$ cat src/common/i2cis_pkg.sv
// Constants shared by the two-wire interrupt status block
package i2cis_pkg;

   // -------------------------------------------------------------
   // Register byte addresses
   // -------------------------------------------------------------
   localparam logic [31:0] OFF_MSTAT    = 32'h5000142C;
   localparam logic [31:0] OFF_MASK     = 32'h50001430;
   localparam logic [31:0] OFF_RAW      = 32'h50001434;
   localparam logic [31:0] OFF_ENABLE   = 32'h50001440;
   localparam logic [31:0] OFF_DATA     = 32'h50001444;
   localparam logic [31:0] OFF_TX_TL    = 32'h50001448;
   localparam logic [31:0] OFF_RECEIVE_THRESHOLD    = 32'h5000144C;
   localparam logic [31:0] OFF_CLR_ALL  = 32'h50001450;
   localparam logic [31:0] OFF_CLR_GC   = 32'h50001454;
   localparam logic [31:0] OFF_CLR_ACT  = 32'h50001458;
   localparam logic [31:0] OFF_CLR_ABRT = 32'h5000145C;
   localparam logic [31:0] OFF_CLR_RD   = 32'h50001460;
   localparam logic [31:0] OFF_ABRT_SRC = 32'h50001464;
   localparam logic [31:0] OFF_SADDR    = 32'h50001468;

   // -------------------------------------------------------------
   // Status bit positions
   // -------------------------------------------------------------
   localparam int unsigned B_GEN_CALL = 11;
   localparam int unsigned B_START    = 10;
   localparam int unsigned B_STOP     = 9;
   localparam int unsigned B_ACTIVITY = 8;
   localparam int unsigned B_TX_DONE  = 7;
   localparam int unsigned B_TX_ABRT  = 6;
   localparam int unsigned B_RD_REQ   = 5;
   localparam int unsigned B_TX_EMPTY = 4;
   localparam int unsigned B_TX_OVER  = 3;
   localparam int unsigned B_RX_FULL  = 2;
   localparam int unsigned B_RX_OVER  = 1;
   localparam int unsigned B_RX_UNDER = 0;
   localparam int unsigned FLAG_W     = 12;

   // -------------------------------------------------------------
   // Reset values and sizes
   // -------------------------------------------------------------
   localparam logic [11:0] MASK_RST   = 12'h8FF;
   localparam logic [6:0]  SADDR_RST  = 7'h10;
   localparam int unsigned TL_RST     = 0;
   localparam int unsigned FIFO_DEPTH = 32;
   localparam int unsigned B_ENABLE   = 0;
   localparam int unsigned B_SRC_SLV  = 0;

endpackage : i2cis_pkg

$ cat src/core/i2cis_core.sv
// Two-wire controller interrupt status, FIFOs and register port
//
// Summary of operation
// - General-call flag sets on acknowledged general call; clears on disable or clear read.
// - Data bytes after an acknowledged general call go into the receive FIFO.
// - Start-detect flag sets on every START or repeated START, any role.
// - Stop-detect flag sets on every STOP condition, any role.
// - Activity flag latches; clears on disable, activity or combined clear read, reset.
// - Transmit-done flag sets when master does not acknowledge a slave-sent byte.
// - Transmit-abort flag sets on failed transmit; abort cause records why.
// - Abort flushes transmit FIFO, which refuses data until abort clear read.
// - Read request from remote master sets flag and holds clock low.
// - Software answers by writing data; read-request clear read drops the flag.
// - Transmit-empty high while transmit level is at or below threshold.
// - Disabled: transmit FIFO flushed; transmit-empty follows state machine activity.
// - Transmit-overflow sets on data write while transmit FIFO holds 32 entries.
// - Overflow and underflow flags clear once internal enable falls.
// - Receive-full high while receive level reaches or exceeds threshold.
// - Disable flushes receive FIFO and clears receive-full at once.
// - Byte arriving at full receive FIFO is acknowledged, dropped, flags overflow.
// - Receive-underflow sets on data read from an empty receive FIFO.
// - Masked status shows each raw flag only where its mask bit is set.
`timescale 1ns/1ps
module i2cis_core #(
   parameter int unsigned DEPTH     = i2cis_pkg::FIFO_DEPTH,
   parameter logic [6:0]  SADDR_DEF = i2cis_pkg::SADDR_RST
) (
   // Clock and reset
   input  wire logic        clk_i,
   input  wire logic        resetn_i,
   // Peripheral bus
   input  wire logic        psel_i,
   input  wire logic        penable_i,
   input  wire logic        pwrite_i,
   input  wire logic [31:0] paddr_i,
   input  wire logic [31:0] pwdata_i,
   output logic [31:0]      prdata_o,
   output logic             pready_o,
   output logic             pslverr_o,
   // Bus pins
   input  wire logic        scl_i,
   output logic             scl_o,
   output logic             scl_oe_o,
   input  wire logic        sda_i,
   output logic             sda_o,
   output logic             sda_oe_o
);

   localparam int unsigned PW = $clog2(DEPTH);
   localparam int unsigned LW = PW + 1;
   localparam int unsigned FW = i2cis_pkg::FLAG_W;
   localparam logic [LW-1:0] FULL_LVL = LW'(DEPTH);

   function automatic logic i2cis_hit(input logic [31:0] a,
                                      input logic [31:0] o);
      return (a == o);
   endfunction : i2cis_hit

   // -------------------------------------------------------------
   // Register port decode
   // -------------------------------------------------------------
   wire setup = psel_i & ~penable_i;
   wire acc   = psel_i & penable_i;
   wire wr    = acc & pwrite_i;
   wire rd    = acc & ~pwrite_i;

   wire h_mstat = i2cis_hit(paddr_i, i2cis_pkg::OFF_MSTAT);
   wire h_mask  = i2cis_hit(paddr_i, i2cis_pkg::OFF_MASK);
   wire h_raw   = i2cis_hit(paddr_i, i2cis_pkg::OFF_RAW);
   wire h_en    = i2cis_hit(paddr_i, i2cis_pkg::OFF_ENABLE);
   wire h_data  = i2cis_hit(paddr_i, i2cis_pkg::OFF_DATA);
   wire h_txtl  = i2cis_hit(paddr_i, i2cis_pkg::OFF_TX_TL);
   wire h_rxtl  = i2cis_hit(paddr_i, i2cis_pkg::OFF_RECEIVE_THRESHOLD);
   wire h_call  = i2cis_hit(paddr_i, i2cis_pkg::OFF_CLR_ALL);
   wire h_cgc   = i2cis_hit(paddr_i, i2cis_pkg::OFF_CLR_GC);
   wire h_cact  = i2cis_hit(paddr_i, i2cis_pkg::OFF_CLR_ACT);
   wire h_cabrt = i2cis_hit(paddr_i, i2cis_pkg::OFF_CLR_ABRT);
   wire h_crd   = i2cis_hit(paddr_i, i2cis_pkg::OFF_CLR_RD);
   wire h_src   = i2cis_hit(paddr_i, i2cis_pkg::OFF_ABRT_SRC);
   wire h_saddr = i2cis_hit(paddr_i, i2cis_pkg::OFF_SADDR);
   wire mapped  = h_mstat | h_mask | h_raw | h_en | h_data | h_txtl
                | h_rxtl | h_call | h_cgc | h_cact | h_cabrt | h_crd
                | h_src | h_saddr;

   // Only clear and data reads carry side effects
   wire clr_all  = rd & h_call;
   wire clr_gc   = rd & h_cgc;
   wire clr_act  = rd & h_cact;
   wire clr_abrt = rd & h_cabrt;
   wire clr_rd   = rd & h_crd;

   assign pready_o  = 1'b1;
   assign pslverr_o = acc & ~mapped;

   // -------------------------------------------------------------
   // Control registers
   // -------------------------------------------------------------
   logic [11:0]   mask_q;
   logic          en_q;
   logic          internal_enable_q;
   logic [PW-1:0] tx_tl_q;
   logic [PW-1:0] receive_threshold_q;
   logic [6:0]    saddr_q;
   logic          link_busy;

   always_ff @(posedge clk_i or negedge resetn_i) begin
      if (!resetn_i) begin
         mask_q  <= i2cis_pkg::MASK_RST;
         en_q    <= 1'b0;
         tx_tl_q <= PW'(i2cis_pkg::TL_RST);
         receive_threshold_q <= PW'(i2cis_pkg::TL_RST);
         saddr_q <= SADDR_DEF;
      end else if (wr) begin
         if (h_mask)  mask_q  <= pwdata_i[11:0];
         if (h_en)    en_q    <= pwdata_i[i2cis_pkg::B_ENABLE];
         if (h_txtl)  tx_tl_q <= pwdata_i[PW-1:0];
         if (h_rxtl)  receive_threshold_q <= pwdata_i[PW-1:0];
         if (h_saddr) saddr_q <= pwdata_i[6:0];
      end
   end

   // Internal enable falls only once the state machine is idle
   always_ff @(posedge clk_i or negedge resetn_i) begin
      if (!resetn_i) internal_enable_q <= 1'b0;
      else           internal_enable_q <= en_q | (internal_enable_q & link_busy);
   end

   // -------------------------------------------------------------
   // Link engine
   // -------------------------------------------------------------
   logic       tx_valid;
   logic [7:0] tx_head;
   logic       ev_start, ev_stop, ev_gc, ev_addr_rd, ev_need, ev_nack;
   logic       rx_valid;
   logic [7:0] rx_byte;
   logic       tx_pop;

   i2cis_link u_link (
      .clk_i      (clk_i),
      .resetn_i   (resetn_i),
      .scl_i      (scl_i),
      .sda_i      (sda_i),
      .scl_oe_o   (scl_oe_o),
      .sda_oe_o   (sda_oe_o),
      .en_i       (en_q),
      .own_addr_i (saddr_q),
      .tx_valid_i (tx_valid),
      .tx_data_i  (tx_head),
      .start_o    (ev_start),
      .stop_o     (ev_stop),
      .gcall_o    (ev_gc),
      .addr_rd_o  (ev_addr_rd),
      .need_o     (ev_need),
      .nack_o     (ev_nack),
      .rx_valid_o (rx_valid),
      .rx_data_o  (rx_byte),
      .tx_pop_o   (tx_pop),
      .busy_o     (link_busy)
   );

   assign scl_o = 1'b0;
   assign sda_o = 1'b0;

   // -------------------------------------------------------------
   // Transmit FIFO
   // -------------------------------------------------------------
   logic [7:0]    tx_mem [DEPTH];
   logic [PW-1:0] tx_wp_q, tx_rp_q;
   logic [LW-1:0] tx_lvl_q;
   logic [FW-1:0] flag_q;

   wire tx_full  = (tx_lvl_q == FULL_LVL);
   wire tx_none  = (tx_lvl_q == '0);
   wire abrt_ev  = ev_addr_rd & ~tx_none;
   wire tx_lock  = flag_q[i2cis_pkg::B_TX_ABRT];
   wire tx_flush = ~en_q | tx_lock | abrt_ev;
   wire tx_push  = wr & h_data & ~tx_flush & ~tx_full;
   wire tx_take  = tx_pop & ~tx_flush;

   assign tx_valid = ~tx_none & ~tx_flush;
   assign tx_head  = tx_mem[tx_rp_q];

   always_ff @(posedge clk_i) begin
      if (tx_push) tx_mem[tx_wp_q] <= pwdata_i[7:0];
   end

   always_ff @(posedge clk_i or negedge resetn_i) begin
      if (!resetn_i) begin
         tx_wp_q  <= '0;
         tx_rp_q  <= '0;
         tx_lvl_q <= '0;
      end else if (tx_flush) begin
         tx_wp_q  <= '0;
         tx_rp_q  <= '0;
         tx_lvl_q <= '0;
      end else begin
         tx_wp_q  <= tx_wp_q + PW'(tx_push);
         tx_rp_q  <= tx_rp_q + PW'(tx_take);
         tx_lvl_q <= tx_lvl_q + LW'(tx_push) - LW'(tx_take);
      end
   end

   // -------------------------------------------------------------
   // Receive FIFO
   // -------------------------------------------------------------
   logic [7:0]    rx_mem [DEPTH];
   logic [PW-1:0] rx_wp_q, rx_rp_q;
   logic [LW-1:0] rx_lvl_q;

   wire rx_full = (rx_lvl_q == FULL_LVL);
   wire rx_none = (rx_lvl_q == '0);
   wire rx_push = rx_valid & en_q & ~rx_full;
   wire rx_pop  = rd & h_data & ~rx_none;

   always_ff @(posedge clk_i) begin
      if (rx_push) rx_mem[rx_wp_q] <= rx_byte;
   end

   always_ff @(posedge clk_i or negedge resetn_i) begin
      if (!resetn_i) begin
         rx_wp_q  <= '0;
         rx_rp_q  <= '0;
         rx_lvl_q <= '0;
      end else if (!en_q) begin
         rx_wp_q  <= '0;
         rx_rp_q  <= '0;
         rx_lvl_q <= '0;
      end else begin
         rx_wp_q  <= rx_wp_q + PW'(rx_push);
         rx_rp_q  <= rx_rp_q + PW'(rx_pop);
         rx_lvl_q <= rx_lvl_q + LW'(rx_push) - LW'(rx_pop);
      end
   end

   // -------------------------------------------------------------
   // Status flags
   // -------------------------------------------------------------
   logic [FW-1:0] set_v, clr_v, raw_v;
   logic          src_q;

   always_comb begin
      set_v = '0;
      clr_v = {FW{clr_all}};
      set_v[i2cis_pkg::B_GEN_CALL] = ev_gc;
      set_v[i2cis_pkg::B_START]    = ev_start;
      set_v[i2cis_pkg::B_STOP]     = ev_stop;
      set_v[i2cis_pkg::B_ACTIVITY] = link_busy;
      set_v[i2cis_pkg::B_TX_DONE]  = ev_nack;
      set_v[i2cis_pkg::B_TX_ABRT]  = abrt_ev;
      set_v[i2cis_pkg::B_RD_REQ]   = ev_need & (tx_none | tx_flush);
      set_v[i2cis_pkg::B_TX_OVER]  = wr & h_data & tx_full;
      set_v[i2cis_pkg::B_RX_OVER]  = rx_valid & en_q & rx_full;
      set_v[i2cis_pkg::B_RX_UNDER] = rd & h_data & rx_none;
      clr_v[i2cis_pkg::B_GEN_CALL] = clr_all | clr_gc | ~en_q;
      clr_v[i2cis_pkg::B_ACTIVITY] = clr_all | clr_act | ~en_q;
      clr_v[i2cis_pkg::B_TX_ABRT]  = clr_all | clr_abrt;
      clr_v[i2cis_pkg::B_RD_REQ]   = clr_all | clr_rd;
      clr_v[i2cis_pkg::B_TX_OVER]  = clr_all | ~internal_enable_q;
      clr_v[i2cis_pkg::B_RX_OVER]  = clr_all | ~internal_enable_q;
      clr_v[i2cis_pkg::B_RX_UNDER] = clr_all | ~internal_enable_q;
   end

   // A set arriving with its clear still wins
   always_ff @(posedge clk_i or negedge resetn_i) begin
      if (!resetn_i) flag_q <= '0;
      else           flag_q <= (flag_q & ~clr_v) | set_v;
   end

   always_ff @(posedge clk_i or negedge resetn_i) begin
      if (!resetn_i)    src_q <= 1'b0;
      else if (abrt_ev) src_q <= 1'b1;
      else if (clr_all | clr_abrt) src_q <= 1'b0;
   end

   wire tx_empty = en_q ? (tx_lvl_q <= LW'(tx_tl_q))
                        : link_busy;
   wire rx_thr   = en_q & (rx_lvl_q >= LW'(receive_threshold_q));

   always_comb begin
      raw_v = flag_q;
      raw_v[i2cis_pkg::B_TX_EMPTY] = tx_empty;
      raw_v[i2cis_pkg::B_RX_FULL]  = rx_thr;
   end

   // -------------------------------------------------------------
   // Read data, captured in the setup phase
   // -------------------------------------------------------------
   logic [31:0] rd_mux;
   logic [31:0] prdata_q;

   assign rd_mux =
        h_mstat ? {20'h00000, raw_v & mask_q}
      : h_raw   ? {20'h00000, raw_v}
      : h_mask  ? {20'h00000, mask_q}
      : h_en    ? {31'h00000000, en_q}
      : h_data  ? {24'h000000, rx_none ? 8'h00 : rx_mem[rx_rp_q]}
      : h_txtl  ? 32'(tx_tl_q)
      : h_rxtl  ? 32'(receive_threshold_q)
      : h_src   ? {31'h00000000, src_q}
      : h_saddr ? {25'h0000000, saddr_q}
      : 32'h00000000;

   always_ff @(posedge clk_i or negedge resetn_i) begin
      if (!resetn_i)  prdata_q <= 32'h00000000;
      else if (setup) prdata_q <= rd_mux;
   end

   assign prdata_o = prdata_q;

endmodule : i2cis_core

$ cat src/core/i2cis_link.sv
// Two-wire slave bit engine with start and stop detection
`timescale 1ns/1ps
module i2cis_link (
   // Clock and reset
   input  wire logic       clk_i,
   input  wire logic       resetn_i,
   // Bus pins
   input  wire logic       scl_i,
   input  wire logic       sda_i,
   output logic            scl_oe_o,
   output logic            sda_oe_o,
   // Control
   input  wire logic       en_i,
   input  wire logic [6:0] own_addr_i,
   input  wire logic       tx_valid_i,
   input  wire logic [7:0] tx_data_i,
   // Events
   output logic            start_o,
   output logic            stop_o,
   output logic            gcall_o,
   output logic            addr_rd_o,
   output logic            need_o,
   output logic            nack_o,
   output logic            rx_valid_o,
   output logic [7:0]      rx_data_o,
   output logic            tx_pop_o,
   output logic            busy_o
);

   typedef enum logic [6:0] {
      S_IDLE = 7'h01,
      S_ADDR = 7'h02,
      S_ACK  = 7'h04,
      S_RX   = 7'h08,
      S_LOAD = 7'h10,
      S_TX   = 7'h20,
      S_TACK = 7'h40
   } i2cis_lstate_t;

   i2cis_lstate_t state_q;
   logic [3:0]    cnt_q;
   logic [7:0]    sr_q;
   logic          rd_q;
   logic          ack_q;
   logic          scl_m, scl_s, scl_p;
   logic          sda_m, sda_s, sda_p;

   // -------------------------------------------------------------
   // Pin synchronisers and edge detection
   // -------------------------------------------------------------
   always_ff @(posedge clk_i or negedge resetn_i) begin
      if (!resetn_i) begin
         {scl_m, scl_s, scl_p} <= 3'h7;
         {sda_m, sda_s, sda_p} <= 3'h7;
      end else begin
         {scl_m, scl_s, scl_p} <= {scl_i, scl_m, scl_s};
         {sda_m, sda_s, sda_p} <= {sda_i, sda_m, sda_s};
      end
   end

   wire rise    = scl_s & ~scl_p;
   wire fall    = ~scl_s & scl_p;
   wire start_c = scl_s & scl_p & sda_p & ~sda_s;
   wire stop_c  = scl_s & scl_p & ~sda_p & sda_s;
   wire byte_in = fall & (cnt_q == 4'h8);
   wire own_hit = (sr_q[7:1] == own_addr_i);
   wire gc_hit  = (sr_q == 8'h00);

   // -------------------------------------------------------------
   // Slave state machine
   // -------------------------------------------------------------
   always_ff @(posedge clk_i or negedge resetn_i) begin
      if (!resetn_i) begin
         state_q    <= S_IDLE;
         cnt_q      <= 4'h0;
         sr_q       <= 8'h00;
         rd_q       <= 1'b0;
         ack_q      <= 1'b0;
         start_o    <= 1'b0;
         stop_o     <= 1'b0;
         gcall_o    <= 1'b0;
         addr_rd_o  <= 1'b0;
         need_o     <= 1'b0;
         nack_o     <= 1'b0;
         rx_valid_o <= 1'b0;
         tx_pop_o   <= 1'b0;
      end else begin
         start_o    <= start_c;
         stop_o     <= stop_c;
         gcall_o    <= 1'b0;
         addr_rd_o  <= 1'b0;
         need_o     <= 1'b0;
         nack_o     <= 1'b0;
         rx_valid_o <= 1'b0;
         tx_pop_o   <= 1'b0;
         if (start_c) begin
            state_q <= en_i ? S_ADDR : S_IDLE;
            cnt_q   <= 4'h0;
            ack_q   <= 1'b0;
         end else if (stop_c) begin
            state_q <= S_IDLE;
            ack_q   <= 1'b0;
         end else begin
            case (state_q)
               S_ADDR: begin
                  if (rise) begin
                     sr_q  <= {sr_q[6:0], sda_s};
                     cnt_q <= cnt_q + 4'h1;
                  end else if (byte_in) begin
                     if (own_hit | gc_hit) begin
                        ack_q     <= 1'b1;
                        rd_q      <= own_hit & sr_q[0];
                        gcall_o   <= gc_hit & ~own_hit;
                        addr_rd_o <= own_hit & sr_q[0];
                        state_q   <= S_ACK;
                     end else begin
                        state_q <= S_IDLE;
                     end
                  end
               end
               S_ACK: begin
                  if (fall) begin
                     ack_q   <= 1'b0;
                     cnt_q   <= 4'h0;
                     need_o  <= rd_q;
                     state_q <= rd_q ? S_LOAD : S_RX;
                  end
               end
               S_RX: begin
                  if (rise) begin
                     sr_q  <= {sr_q[6:0], sda_s};
                     cnt_q <= cnt_q + 4'h1;
                  end else if (byte_in) begin
                     rx_valid_o <= 1'b1;
                     ack_q      <= 1'b1;
                     state_q    <= S_ACK;
                  end
               end
               S_LOAD: begin
                  if (tx_valid_i) begin
                     sr_q     <= tx_data_i;
                     tx_pop_o <= 1'b1;
                     cnt_q    <= 4'h0;
                     state_q  <= S_TX;
                  end
               end
               S_TX: begin
                  if (fall) begin
                     sr_q  <= {sr_q[6:0], 1'b0};
                     cnt_q <= cnt_q + 4'h1;
                     if (cnt_q == 4'h7) begin
                        state_q <= S_TACK;
                     end
                  end
               end
               S_TACK: begin
                  if (rise && sda_s) begin
                     nack_o  <= 1'b1;
                     state_q <= S_IDLE;
                  end else if (fall) begin
                     need_o  <= 1'b1;
                     state_q <= S_LOAD;
                  end
               end
               default: begin
                  state_q <= S_IDLE;
               end
            endcase
         end
      end
   end

   // Clock is held low while no byte is ready to send
   assign scl_oe_o  = (state_q == S_LOAD);
   assign sda_oe_o  = ack_q | ((state_q == S_TX) & ~sr_q[7]);
   assign busy_o    = (state_q != S_IDLE);
   assign rx_data_o = sr_q;

endmodule : i2cis_link

$ cat config.mk
export PLATFORM = sky130hd
export DESIGN_NAME = i2cis_core
export DESIGN_NICKNAME = d
export VERILOG_FILES = /design/src/common/i2cis_pkg.sv /design/src/core/i2cis_core.sv /design/src/core/i2cis_link.sv
export SDC_FILE = /design/constraint.sdc
export NUM_CORES = 1
export LEC_CHECK = 0
export BUFFER_PORTS_ARGS = -buffer_cell sky130_fd_sc_hd__buf_2
export CORE_MARGIN = 4
export CORE_UTILIZATION = 55
export CTS_BUF_LIST = sky130_fd_sc_hd__clkbuf_4 sky130_fd_sc_hd__clkbuf_8
export CTS_CLUSTER_DIAMETER = 30
export DETAILED_ROUTE_END_ITERATION = 7
export GPL_ROUTABILITY_DRIVEN = 0
export GPL_TIMING_DRIVEN = 0
export HOLD_SLACK_MARGIN = 0.12
export PLACE_DENSITY = 0.72
export RECOVER_POWER = 25
export SYNTH_ARGS = -nofsm -noshare
export SYNTH_HDL_FRONTEND = slang
export SYNTH_SLANG_ARGS = --single-unit
$ cat constraint.sdc
create_clock -name clk_i -period 3.4 [get_ports clk_i]
set_input_delay 0.68 -clock clk_i [delete_from_list [all_inputs] [get_ports clk_i]]
set_output_delay 0.68 -clock clk_i [all_outputs]
set_load 0.02 [all_outputs]
[Word level (Yosys, flattened, before mapping)]
Memories as Yosys holds them, arrays and structs flattened.
Cells that the tools add are included.
Storage, ports and cells
  register bits: 143
  latch bits: 0
  bits in writable memories: 512
  ROM bits: 0
  input port bits: 71
  output and inout port bits: 38
  word-level logic and storage cells: 286
  memories kept: 2
Memories
  rx_mem: words 32, bits a word 8, read ports 1, clocked after memory_dff 0, wr ports 1, line i2cis_core.sv:206  | logic [7:0] rx_mem [DEPTH];
  tx_mem: words 32, bits a word 8, read ports 1, clocked after memory_dff 0, wr ports 1, line i2cis_core.sv:167  | logic [7:0] tx_mem [DEPTH];
Cells by class
  $add $sub $neg: 9
  multipliers: 0
  divide/modulo/power cells: 0
  magnitude comparators: 2
  eq/ne operators: 44
  shifts and indexed selects: 0
  mux-type cells: 90
  bitwise operators: 86
  reduce and logical (&&, ||, !) cells: 19
Operators with widths (count)
  32-bit by 31-bit == test with 1-bit output (second input constant): 14
  7-bit two-way mux: 16
  8-bit two-way mux: 6
  1-bit two-way mux: 45
  7-bit one-hot mux with 6 select lines: 1
  1-bit bitwise AND: 37
  12-bit two-way mux: 3
  4-bit by 1-bit inequality test with 1-bit output (second input constant): 7
  1-bit bitwise OR: 26
  5-bit two-way mux: 5
  12-bit bitwise AND: 2
  4-bit two-way mux: 6
  8-bit one-hot mux with 3 select lines: 1
  5-bit by 1-bit adder with 5-bit output: 4
  1-bit NOT: 19
  6-bit AND reduction: 3
  4-bit one-hot mux with 4 select lines: 1
  6-bit by 1-bit adder with 6-bit output: 2
  6-bit == test (second input constant): 2
  6-bit zero test: 2
  6-bit two-way mux: 2
  3-bit by 1-bit inequality test with 1-bit output (second input constant): 4
  12-bit NOT: 1
  12-bit bitwise OR: 1
  30 further kinds: 40

[Longest topological paths before layout]
Gate-level depths: netlist of the first run.
  word-level depth: 16
  mapped depth: 19
  mapped depth without buffers: 18

[Hierarchy]
A second synthesis of the first run with hierarchy kept.
Unflattened totals
  cell total of the unflattened synthesis: 1560
  area, all modules: 26864.5 um^2
Modules (own cells, without submodules)
  i2cis_core: instances 1, cells each 1370, area an instance 25022.7 um^2
  i2cis_link: instances 1, cells each 190, area an instance 1841.8 um^2

[Worst setup path before layout of the first run]
OpenSTA, ideal clock, no wires.
  path kind: input to register
  start point: input paddr_i[6]
  end point: register rx_lvl_q[4]
  library setup time: 0.120 ns
  data arrival time: 3.223 ns
  required time: 3.280 ns
  slack: 0.057 ns
  cell stages on the path: 14
  path buffers: 0
  cells stage by stage: or2b_1 nor3_2 nand4_1 nor4_1 ha_1 inv_1 ha_1 inv_1 fa_1 inv_1 a21oi_1 nor2_1 o21ai_0 and3_1
On the way
  word-level cells in the longest chain between the ends: 5
Ends and longest elaborated chain
  start: declaration: line i2cis_core.sv:35  | input wire logic [31:0] paddr_i,
  32-bit by 31-bit == test with 1-bit output: line i2cis_core.sv:56  | return (a == o);
  1-bit bitwise AND (2 in a row): line i2cis_core.sv:213  | wire rx_pop = rd & h_data & ~rx_none;
  6-bit by 1-bit subtractor with 6-bit output: line i2cis_core.sv:231  | rx_lvl_q <= rx_lvl_q + LW'(rx_push) - LW'(rx_pop);
  6-bit two-way mux: line i2cis_core.sv:224  | end else if (!en_q) begin
  end signal: assignment: line i2cis_core.sv:231
  end: declaration: line i2cis_core.sv:208  | logic [LW-1:0] rx_lvl_q;
Every way passes these cells.
A chain may end at the register's enable or synchronous reset.

[Final worst setup path of the first run]
  start point: register rx_rp_q[1]
  end point: register prdata_q[0] (netlist: prdata_o[0])
On the way
  word-level cells in the longest chain between the ends: 7
Ends and longest elaborated chain
  start: declaration: line i2cis_core.sv:207  | logic [PW-1:0] rx_wp_q, rx_rp_q;
  start signal: assignment: line i2cis_core.sv:230  | rx_rp_q <= rx_rp_q + PW'(rx_pop);
  memory read 32 x 8 bit
  8-bit two-way mux (2 in a row): line i2cis_core.sv:296  | : h_data ? {24'h000000, rx_none ? 8'h00 : rx_mem[rx_rp_q]}
  8-bit two-way mux: line i2cis_core.sv:295  | : h_en ? {31'h00000000, en_q}
  12-bit two-way mux: line i2cis_core.sv:294  | : h_mask ? {20'h00000, mask_q}
  12-bit two-way mux: line i2cis_core.sv:293  | : h_raw ? {20'h00000, raw_v}
  12-bit two-way mux: line i2cis_core.sv:292  | h_mstat ? {20'h00000, raw_v & mask_q}
  end signal: assignment: line i2cis_core.sv:305  | else if (setup) prdata_q <= rd_mux;
  end: declaration: line i2cis_core.sv:289  | logic [31:0] prdata_q;
Every way passes these cells.

==> results of run 1 <==
==> state kept, by name (all words and copies together), names as in the netlist, 6 cells and up <==
| signal | flops |
|---|---|
| saddr_q | 7 |
| u_link.rx_data_o | 8 |
| prdata_o | 12 |
| tx_lvl_q | 6 |
| rx_mem | 256 |
| flag_q | 10 |
| mask_q | 12 |
| u_link.state_q | 7 |
| tx_mem | 256 |
| rx_lvl_q | 6 |
==> final cells by class <==
type | instances | area (µm²)
repair buffers | 76 | 432
flip-flops and latches | 633 | 18400
fillers | 3297 | 17200
plain buffers | 95 | 519
inverters | 46 | 173
clock inverters | 71 | 807
well taps | 656 | 821
multi-input cells | 849 | 7980
diodes | 1 | 2.50
clock buffers | 141 | 1800
==> cells by family after synthesis <==
family / synth area share (%)
AND/OR/NAND/NOR: 7.46
flip-flops: 68.3
adder cells (fa/ha/maj): 1.91
buffers and inverters: 2.54
other: 0.0278
XOR/XNOR: 0.844
multiplexers: 14.0
AO/OA/AOI/OAI: 4.95
==> report_power, final <==
part           internal [mW]  total [mW]  switching (mW)
combinational         0.0828       0.292           0.209
clock                   4.69        7.93            3.25
sequential              8.36        8.38          0.0162
==> through the flow <==
step / cell area [µm²] / instances / hold WS, ps / util [%] / setup TNS [ps]
finish: 31000 / 2568 / 180 / 64.3 / -29.9
global route: 31000 / 2567 / 144 / 64.3 / -70.8
CTS: 30900 / 2559 / 127 / 64.2 / 0
detailed placement: 28200 / 2342 / 349 / 58.6 / -48110
global placement: 28200 / 2341 / 346 / 58.5 / -55720
floorplan: 27000 / 1623 / 345 / - / 0
==> worst max path at each step <==
stage                     startpoint                       to  slack (ps)  cells past startpoint
2_1_floorplan             paddr_i[6]    rx_lvl_q[4]$_DFF_PN0_          60                     14
5_1_grt        tx_lvl_q[4]$_DFF_PN0_    tx_lvl_q[4]$_DFF_PN0_         -60                     19
6_report        rx_rp_q[1]$_DFF_PN0_  prdata_o[0]$_DFFE_PN0P_         -30                      7
4_1_cts        tx_lvl_q[3]$_DFF_PN0_    tx_lvl_q[4]$_DFF_PN0_           6                     19
3_5_place_dp              paddr_i[7]    rx_lvl_q[5]$_DFF_PN0_        -970                     14
3_3_place_gp              paddr_i[7]    rx_lvl_q[5]$_DFF_PN0_        -960                     14
==> metal layers <==
metal / global-route usage [%] / up-vias / share of wire [%]
li1: - / 6762 / -
met1: 32.8 / 7908 / 41
met2: 37.6 / 751 / 48
met3: 4.88 / 134 / 7.8
met4: 9.53 / 0 / 3.6
met5: 0 / - / 0
==> cell usage in the layout, fill, tap and decap left out, types with 30 or more instances in the layout <==
cell type,instances
mux4_2,129
ha_1,37
dfrtp_1,104
inv_1,45
clkbuf_8,118
mux2i_1,52
nand2_1,66
buf_4,42
nor2_1,97
clkbuf_1,46
buf_2,68
edfxtp_1,512
mux2_2,30
==> critical path: cells and delay by family (launching register included) <==
| kind | cells | cell delay (ps) |
|---|---|---|
| multiplexers | 1 | 470 |
| AO/OA/AOI/OAI | 4 | 1430 |
| flip-flops | 1 | 420 |
| buffers and inverters | 2 | 960 |
==> what timing repair did <==
item                                    in CTS  in global routing
gates resized for setup                      7                  5
hold buffers                                 3                  0
endpoints found under the setup margin     190                173
hold endpoints to repair                    55                  0
pin swaps                                    1                  3
setup buffers                                2                  8
gates cloned                                 0                  0
==> results.json, run 1 <==
{
  "cts_tree": "yes",
  "netlist_top_cells_count": "edfxtp_1, mux4_2, dfrtp_1",
  "synthArstFlopShare_pct": 19.1,
  "routed_wl_mm": 61.9,
  "yosys.area.top_type": "edfxtp_1",
  "avgViaCountPerCell": 6.06,
  "cp.arrival_ps": 4000,
  "critical_path_class": "reg2reg",
  "h-tree-depth": 3,
  "ys_seq_area_share_pct": 68.3,
  "preCtsSetupSlack_ps": -975,
  "holdPathStages": 2,
  "critPathMostFrequentCell": "a2111oi_0",
  "drive_above_1_share_pct": 27.6,
  "critPathLaunchType": "flip-flop",
  "avgRoutedWirePerCell_um": 24.1,
  "cts_made_buffers": 114,
  "dieWidth_um": 229,
  "dp_hpwl_mm": 41.1,
  "cts.clk_slew.worst_paths_ps": 60,
  "synth_cell_type_count": 82,
  "grt_util_all_layers_pct": 23.7,
  "row_count": 80,
  "antenna_found_initial": 0,
  "port_buffers": 62,
  "power_density_mw_per_mm2": 536,
  "yosysWarnings": 0,
  "post-route-min-period_ps": 3430,
  "synth-edff-count": 512,
  "fmax_mhz": 292,
  "synthCells": 1602,
  "period_share_pct": 101,
  "grt_pass1_vias": 15700,
  "grt_max_degree": 64,
  "grt_overflow": 0,
  "path_cells": "buf_2 > buf_1 > mux4_2 > a22oi_1 > a2111oi_0 > a2111oi_0 > o21ai_0",
  "num_vias": 15600,
  "drt_iter0_markers": 1799,
  "path_max_fanout": 10,
  "synth_ff_type": "edfxtp_1",
  "insertion_delay_ps": 730,
  "setup_violations": 1,
  "synth.area.top_cells": "edfxtp_1, mux4_2, dfrtp_1",
  "p_total_mw": 16.6,
  "max-vdd-ir-drop_mv": 0.539,
  "clk_path_buf_depth": 3,
  "violations": "capacitance limit, slew limit, setup timing",
  "outcome": "finished, violations left",
  "worst_slack_ps": -29.9,
  "hp-class": "in2reg",
  "tightest_slew_ps": 1870,
  "hold_viol": 0,
  "slowest_stage": "a2111oi_0",
  "fin_nets": 1926,
  "post-synth-top-count-cell": "edfxtp_1",
  "ys_seq_elements": 633,
  "r2r_end": "prdata_o[0]$_DFFE_PN0P_",
  "io_pins": 109,
  "grt_pass1_wl_mm": 95.0,
  "finalClockSkew_ps": 56.8,
  "rsz0062_at_grt": "yes",
  "start_util_pct": 56.0,
  "cts_root_buf": "clkbuf_8",
  "critPathMaxStageDelay_ps": 660,
  "power.leakage_nw": 9.96,
  "cp.required_ps": 3970,
  "relSlewSlack_pct": -24.6,
  "max_cap_viol_count": 9,
  "clkSinkCount": 633,
  "hp-start": "pwdata_i[9]",
  "drv_slew": 353,
  "worstReg2RegStart": "rx_rp_q[1]$_DFF_PN0_",
  "dieArea_mm2": 0.0526,
  "die_h_um": 229,
  "r2r_cells": 7,
  "syn_area_per_cell_um2": 16.8,
  "min_to": "mask_q[9]$_DFFE_PN0P_",
  "end_kind": "flip-flop",
  "syn_to_final_growth_pct": 14.8,
  "drt-pass1-iter-count": 6,
  "drc_errors": 0,
  "syn-cell-area_mm2": 0.0270,
  "synth_top_cell_area_share_pct": 57.0,
  "core_mm2": 0.0481,
  "ff2ff_setup_slack_ps": -30,
  "drtAntennaViolNets": 0
}
Power figures use the tool's default switching activity.
==> run 2: changes to the inputs <==
BUFFER_PORTS_ARGS = -buffer_cell sky130_fd_sc_hd__buf_4   (was -buffer_cell sky130_fd_sc_hd__buf_2)
clock period = 4.38 ns   (was 3.4 ns; I/O delays follow)
==> run 2 against run 1 <==
  * The run ends with capacitance limit, slew limit left
  * Via count fell by 0.23%
  * Sequential power decreased by 22%
  * Hold slack better by 100 ps
  * Cell area is 0.11% lower
  * Die area stayed put
  * Cell count down 0.43%
  * Flip-flop and latch count unchanged
  * Combinational power is 18% lower
  * Worst setup slack better by 500 ps
  * Clock skew decreased by 19 ps
  * Largest power group unchanged
  * Highest routed layer unchanged
==> results.json, run 2 (synthesis results as in run 1) <==
{
  "drt-pass1-iter-count": 5,
  "antenna_found_initial": 0,
  "p_int_mw": 10.2,
  "core_mm2": 0.0481,
  "ff2ff_setup_slack_ps": 730,
  "cts_resized": 0,
  "sw_frac_of_total_pct": 20.8,
  "r2r_end": "tx_lvl_q[4]$_DFF_PN0_",
  "cp.required_ps": 3500,
  "antennaDiodeCount": 0,
  "hold_viol": 0,
  "drive_above_1_share_pct": 26.7,
  "stdcell_area_mm2": 0.0309,
  "h-tree-depth": 3,
  "fin_nets": 1915,
  "p_comb_share_pct": 1.8,
  "finalHoldWorstSlack_ps": 282,
  "drtAntennaViolNets": 0,
  "period_share_pct": 89.3,
  "rsz0062_at_grt": "no",
  "row_count": 80,
  "start_util_pct": 56.0,
  "avgRoutedWirePerCell_um": 24.4,
  "insertion_delay_ps": 710,
  "power.leakage_nw": 9.92,
  "num_vias": 15500,
  "hp-class": "in2reg",
  "holdPathStages": 1,
  "post-route-min-period_ps": 3910,
  "finalSetupTns_ps": 0,
  "drv_slew": 328,
  "grt_max_degree": 86,
  "dp.cells": 2342,
  "cts_root_buf": "clkbuf_8",
  "grt_util_all_layers_pct": 23.9,
  "dieArea_mm2": 0.0526,
  "path_max_fanout": 10,
  "instances_no_fill": 2557,
  "power.switching_mw": 2.69,
  "clk_path_buf_depth": 3,
  "drt_iter0_markers": 1718,
  "power_density_mw_per_mm2": 418,
  "syn_to_final_growth_pct": 14.6,
  "fillCellCount": 3311,
  "hp-start": "sda_i",
  "grt_pass1_wl_mm": 95.4,
  "routed_wl_mm": 62.3,
  "cp.arrival_ps": 3040,
  "worstReg2RegStart": "tx_lvl_q[2]$_DFF_PN0_",
  "io_pins": 109,
  "die_h_um": 229,
  "final_cell_mix": "edfxtp_1, mux4_2, clkbuf_8",
  "max-vdd-ir-drop_mv": 0.351,
  "reg_top3": "rx_mem x256, tx_mem x256",
  "seq_power_share_pct": 50.4,
  "final_common_cell": "edfxtp_1",
  "drc_errors": 0,
  "clkSinkCount": 633,
  "grt_overflow": 0,
  "grt_pass1_vias": 15800,
  "critPathLaunchType": "input port",
  "fmax_mhz": 256,
  "cts.clk_slew.worst_paths_ps": 60,
  "violations": "capacitance limit, slew limit",
  "avgViaCountPerCell": 6.07,
  "end_kind": "output pin",
  "dp_hpwl_mm": 41.4,
  "finalClockSkew_ps": 37.5,
  "p_total_mw": 12.9,
  "cts_made_buffers": 115,
  "p_clk_share_pct": 47.8,
  "dieWidth_um": 229,
  "relSlewSlack_pct": -35.8,
  "critical_path_class": "in2out",
  "port_buffers": 62,
  "max_cap_viol_count": 9,
  "outcome": "finished, violations left",
  "cts_tree": "yes",
  "setup_violations": 0,
  "tightest_slew_ps": 2040,
  "dpl_cell_area_mm2": 0.0284,
  "r2r_cells": 19,
  "min_to": "u_link.sda_m$_DFF_PN1_"
}
[run 2: cell types whose count changed in the layout (fill, tap and decap cells not counted), sizes merged]
cell,delta
bufinv,-1
clkinvlp,-4
clkinv,-2
dlygate4sd3,-2
diode,-1
buf,-12
clkbuf,+11
[run 2: worst max path at each step]
stage / startpoint / to / cells after the start
floorplan: paddr_i[6] / rx_lvl_q[4]$_DFF_PN0_ / 14
global placement: paddr_i[7] / rx_lvl_q[5]$_DFF_PN0_ / 14
detailed placement: paddr_i[7] / rx_lvl_q[4]$_DFF_PN0_ / 15
CTS: paddr_i[18] / pslverr_o / 8
global route: paddr_i[7] / rx_lvl_q[5]$_DFF_PN0_ / 14
finish: paddr_i[18] / pslverr_o / 8
[run 2: layer usage]
| layer | part of all wire [%] | global-route usage, % |
|---|---|---|
| met5 | 0 | 0 |
| met4 | 4.0 | 10.0 |
| met3 | 7.6 | 4.21 |
| met2 | 48 | 37.4 |
| met1 | 41 | 33.7 |
[run 2: what timing repair did]
action	4_1_cts	5_1_grt
hold buffers	1	0
setup buffers	0	0
hold endpoints to repair	34	0
[run 2: layout make-up]
type | count | area [µm²] | area share [%]
Inverter | 46 | 173 | 0.558
Multi-Input combinational cell | 849 | 7940 | 25.7
Timing Repair Buffer | 64 | 449 | 1.45
Buffer | 95 | 513 | 1.66
Sequential cell | 633 | 18400 | 59.6
Clock buffer | 150 | 1870 | 6.05
Tap cell | 656 | 821 | 2.65
Clock inverter | 64 | 731 | 2.36
[run 2: per-stage QoR]
| step | utilization (%) | setup slack, ps |
|---|---|---|
| 4_1_cts | 64.3 | 482 |
| 2_1_floorplan | - | 841 |
| 6_report | 64.2 | 469 |
| 3_5_place_dp | 58.9 | -157 |
| 3_3_place_gp | 58.9 | -142 |
| 5_1_grt | 64.2 | 249 |
[run 2: worst max-delay path: stages]
cell and delay, ps:
buf_4 110, nor4_1 340, nand3_1 260, buf_2 280, nor4_4 500, buf_2 380
nor4_1 100, buf_4 170
[run 2: power groups by stage]
stage | Sequential, mW | Combinational (mW) | Clock, mW
floorplan | 6.63 | 0.0826 | 0
global placement | 6.62 | 0.233 | 0
detailed placement | 6.62 | 0.243 | 0
CTS | 6.50 | 0.244 | 6.25
global route | 6.50 | 0.258 | 6.58
finish | 6.50 | 0.238 | 6.17
==> run 3: changes to the inputs <==
CTS_BUF_LIST = unset   (was sky130_fd_sc_hd__clkbuf_4 sky130_fd_sc_hd__clkbuf_8)
==> run 3 against run 2 <==
  * The flow still finishes with violations (capacitance limit, slew limit)
  * Clock-buffer cell count shrank 21
  * Die area is the same
  * Cell count is the same
  * Clock power grew 49%
  * Global-route usage grew 1.1 points
  * Highest routed layer unchanged
  * Routed wire length grew 5.0%
  * Critical path type is now in2reg
  * Largest cell class unchanged
==> results.json, run 3 (synthesis results as in run 1) <==
{
  "outcome": "finished, violations left",
  "violations": "capacitance limit, slew limit",
  "end_kind": "flip-flop",
  "row_count": 80,
  "dieArea_mm2": 0.0526,
  "final_common_cell": "edfxtp_1",
  "drc_errors": 0,
  "ff2ff_setup_slack_ps": 760,
  "insertion_delay_ps": 680,
  "fillCellCount": 3086,
  "critical_path_class": "in2reg",
  "max-vdd-ir-drop_mv": 0.381,
  "fmax_mhz": 252,
  "dieWidth_um": 229,
  "relSlewSlack_pct": -45.4,
  "syn_to_final_growth_pct": 20.3,
  "hp-class": "in2reg",
  "worstReg2RegStart": "tx_lvl_q[2]$_DFF_PN0_",
  "cts_resized": 0,
  "drt-pass1-iter-count": 8,
  "hold_viol": 0,
  "crit_end": "rx_lvl_q[5]$_DFF_PN0_",
  "antennaDiodeCount": 0,
  "clkSinkCount": 633,
  "rsz0062_at_grt": "no",
  "tightest_slew_ps": 2180,
  "dp.cells": 2342,
  "final_cell_mix": "edfxtp_1, mux4_2, clkbuf_16",
  "path_cells": "buf_4 > or2b_1 > nor3_2 > nand4_1 > nor4_1 > ha_1 > inv_1 > ha_1 > a21o_1 > a21oi_1 > o21bai_1 > a21oi_1 > xor2_1 > and2_1",
  "cts_setup_buffers": 0,
  "grt_util_all_layers_pct": 25.0,
  "drive_above_1_share_pct": 26.5,
  "grt_pass1_wl_mm": 99.7,
  "crit_family": "simple AND/OR/NAND/NOR gates",
  "startpoint": "paddr_i[7]",
  "r2r_end": "tx_lvl_q[4]$_DFF_PN0_",
  "h-tree-depth": 3,
  "drtAntennaViolNets": 0,
  "path_depth": 14,
  "finish.utilization_pct": 67.4,
  "grt_pass1_vias": 16200,
  "cp.arrival_ps": 4500,
  "r2r_cells": 19,
  "period_share_pct": 90.7,
  "hold_buffers": 1,
  "routed_wl_mm": 65.4,
  "cp.required_ps": 4900,
  "power_density_mw_per_mm2": 492,
  "path_max_fanout": 8,
  "avgViaCountPerCell": 6.17,
  "fin_nets": 1913,
  "drt_iter0_markers": 1755,
  "grt_max_degree": 86,
  "post-route-min-period_ps": 3970,
  "num_vias": 15800,
  "cts_tree": "yes",
  "critPathLaunchType": "input port",
  "port_buffers": 62,
  "die_h_um": 229,
  "crit_buf_inv": 2,
  "reg_top3": "rx_mem x256, tx_mem x256",
  "power.leakage_nw": 10.6,
  "cts_made_buffers": 113,
  "critPathMaxStageDelay_ps": 720,
  "instances_no_fill": 2557,
  "core_mm2": 0.0481,
  "finalClockSkew_ps": 52.4,
  "start_util_pct": 56.0,
  "stdcell_area_mm2": 0.0325,
  "finalHoldWorstSlack_ps": 332,
  "setup_violations": 0,
  "cts_root_buf": "clkbuf_16",
  "cts.clk_slew.worst_paths_ps": 50,
  "io_pins": 109,
  "antenna_found_initial": 0,
  "slowest_stage": "nor4_1",
  "avgRoutedWirePerCell_um": 25.6,
  "dpl_cell_area_mm2": 0.0284,
  "max_cap_viol_count": 9,
  "finalSetupTns_ps": 0,
  "dp_hpwl_mm": 41.4,
  "grt_overflow": 0,
  "drv_slew": 327,
  "clk_path_buf_depth": 3
}
==> run 3: changes by cell type in the layout (fill, tap and decap cells not counted), moves of 5 or more <==
| cell | before | now |
|---|---|---|
| bufinv_16 | 14 | 20 |
| clkbuf_1 | 46 | 58 |
| clkbuf_16 | 0 | 113 |
| clkbuf_4 | 34 | 2 |
| clkbuf_8 | 119 | 4 |
| clkinv_1 | 16 | 8 |
| clkinv_16 | 0 | 5 |
| clkinv_4 | 5 | 16 |
==> run 3: through the flow <==
step,power (mW),setup WS (ps)
6_report,16.0,407
5_1_grt,16.4,181
4_1_cts,16.0,483
3_5_place_dp,6.86,-157
3_3_place_gp,6.85,-142
2_1_floorplan,6.71,841
==> run 3: final cells by class <==
type / count / area, µm² / area share (%)
Multi-Input combinational cell: 849 / 7940 / 24.5
Tap cell: 656 / 821 / 2.53
Clock inverter: 85 / 1190 / 3.67
Inverter: 46 / 173 / 0.532
Sequential cell: 633 / 18400 / 56.8
Clock buffer: 129 / 2930 / 9.02
Timing Repair Buffer: 64 / 469 / 1.45
Buffer: 95 / 513 / 1.58
==> run 3: power breakdown <==
part / total (mW) / internal (mW) / switching, mW
combinational: 0.242 / 0.0791 / 0.163
clock: 9.20 / 6.05 / 3.15
sequential: 6.51 / 6.50 / 0.0127
==> run 3: worst min-delay path by stage <==
stage,start,to,slack (ps),depth (start not counted)
floorplan,u_link.scl_m$_DFF_PN1_,u_link.scl_s$_DFF_PN1_,350,0
global placement,u_link.scl_m$_DFF_PN1_,u_link.scl_s$_DFF_PN1_,350,0
detailed placement,u_link.sda_m$_DFF_PN1_,u_link.sda_s$_DFF_PN1_,350,0
CTS,sda_i,u_link.sda_m$_DFF_PN1_,300,1
global route,sda_i,u_link.sda_m$_DFF_PN1_,310,1
finish,sda_i,u_link.sda_m$_DFF_PN1_,330,1
==> run 3: layer usage <==
metal	up-vias	part of all wire, %	GRT usage [%]
li1	6754	-	-
met1	8049	40	34.2
met2	836	49	40.2
met3	149	7.7	4.63
met4	0	3.8	10.2
met5	-	0	0
==> run 3: worst register-to-register path, cell delays in order (launching register included) <==
cell	delay, ps
dfrtp_1	430
inv_1	110
ha_1	170
nor4bb_1	350
nand2b_1	220
and3_1	340
and4_1	260
buf_4	160
inv_1	50
ha_1	260
inv_1	60
ha_1	150
inv_1	60
fa_1	420
inv_1	70
a21oi_1	60
nor2_1	90
nor2_1	50
xor2_1	120
nor2_1	50
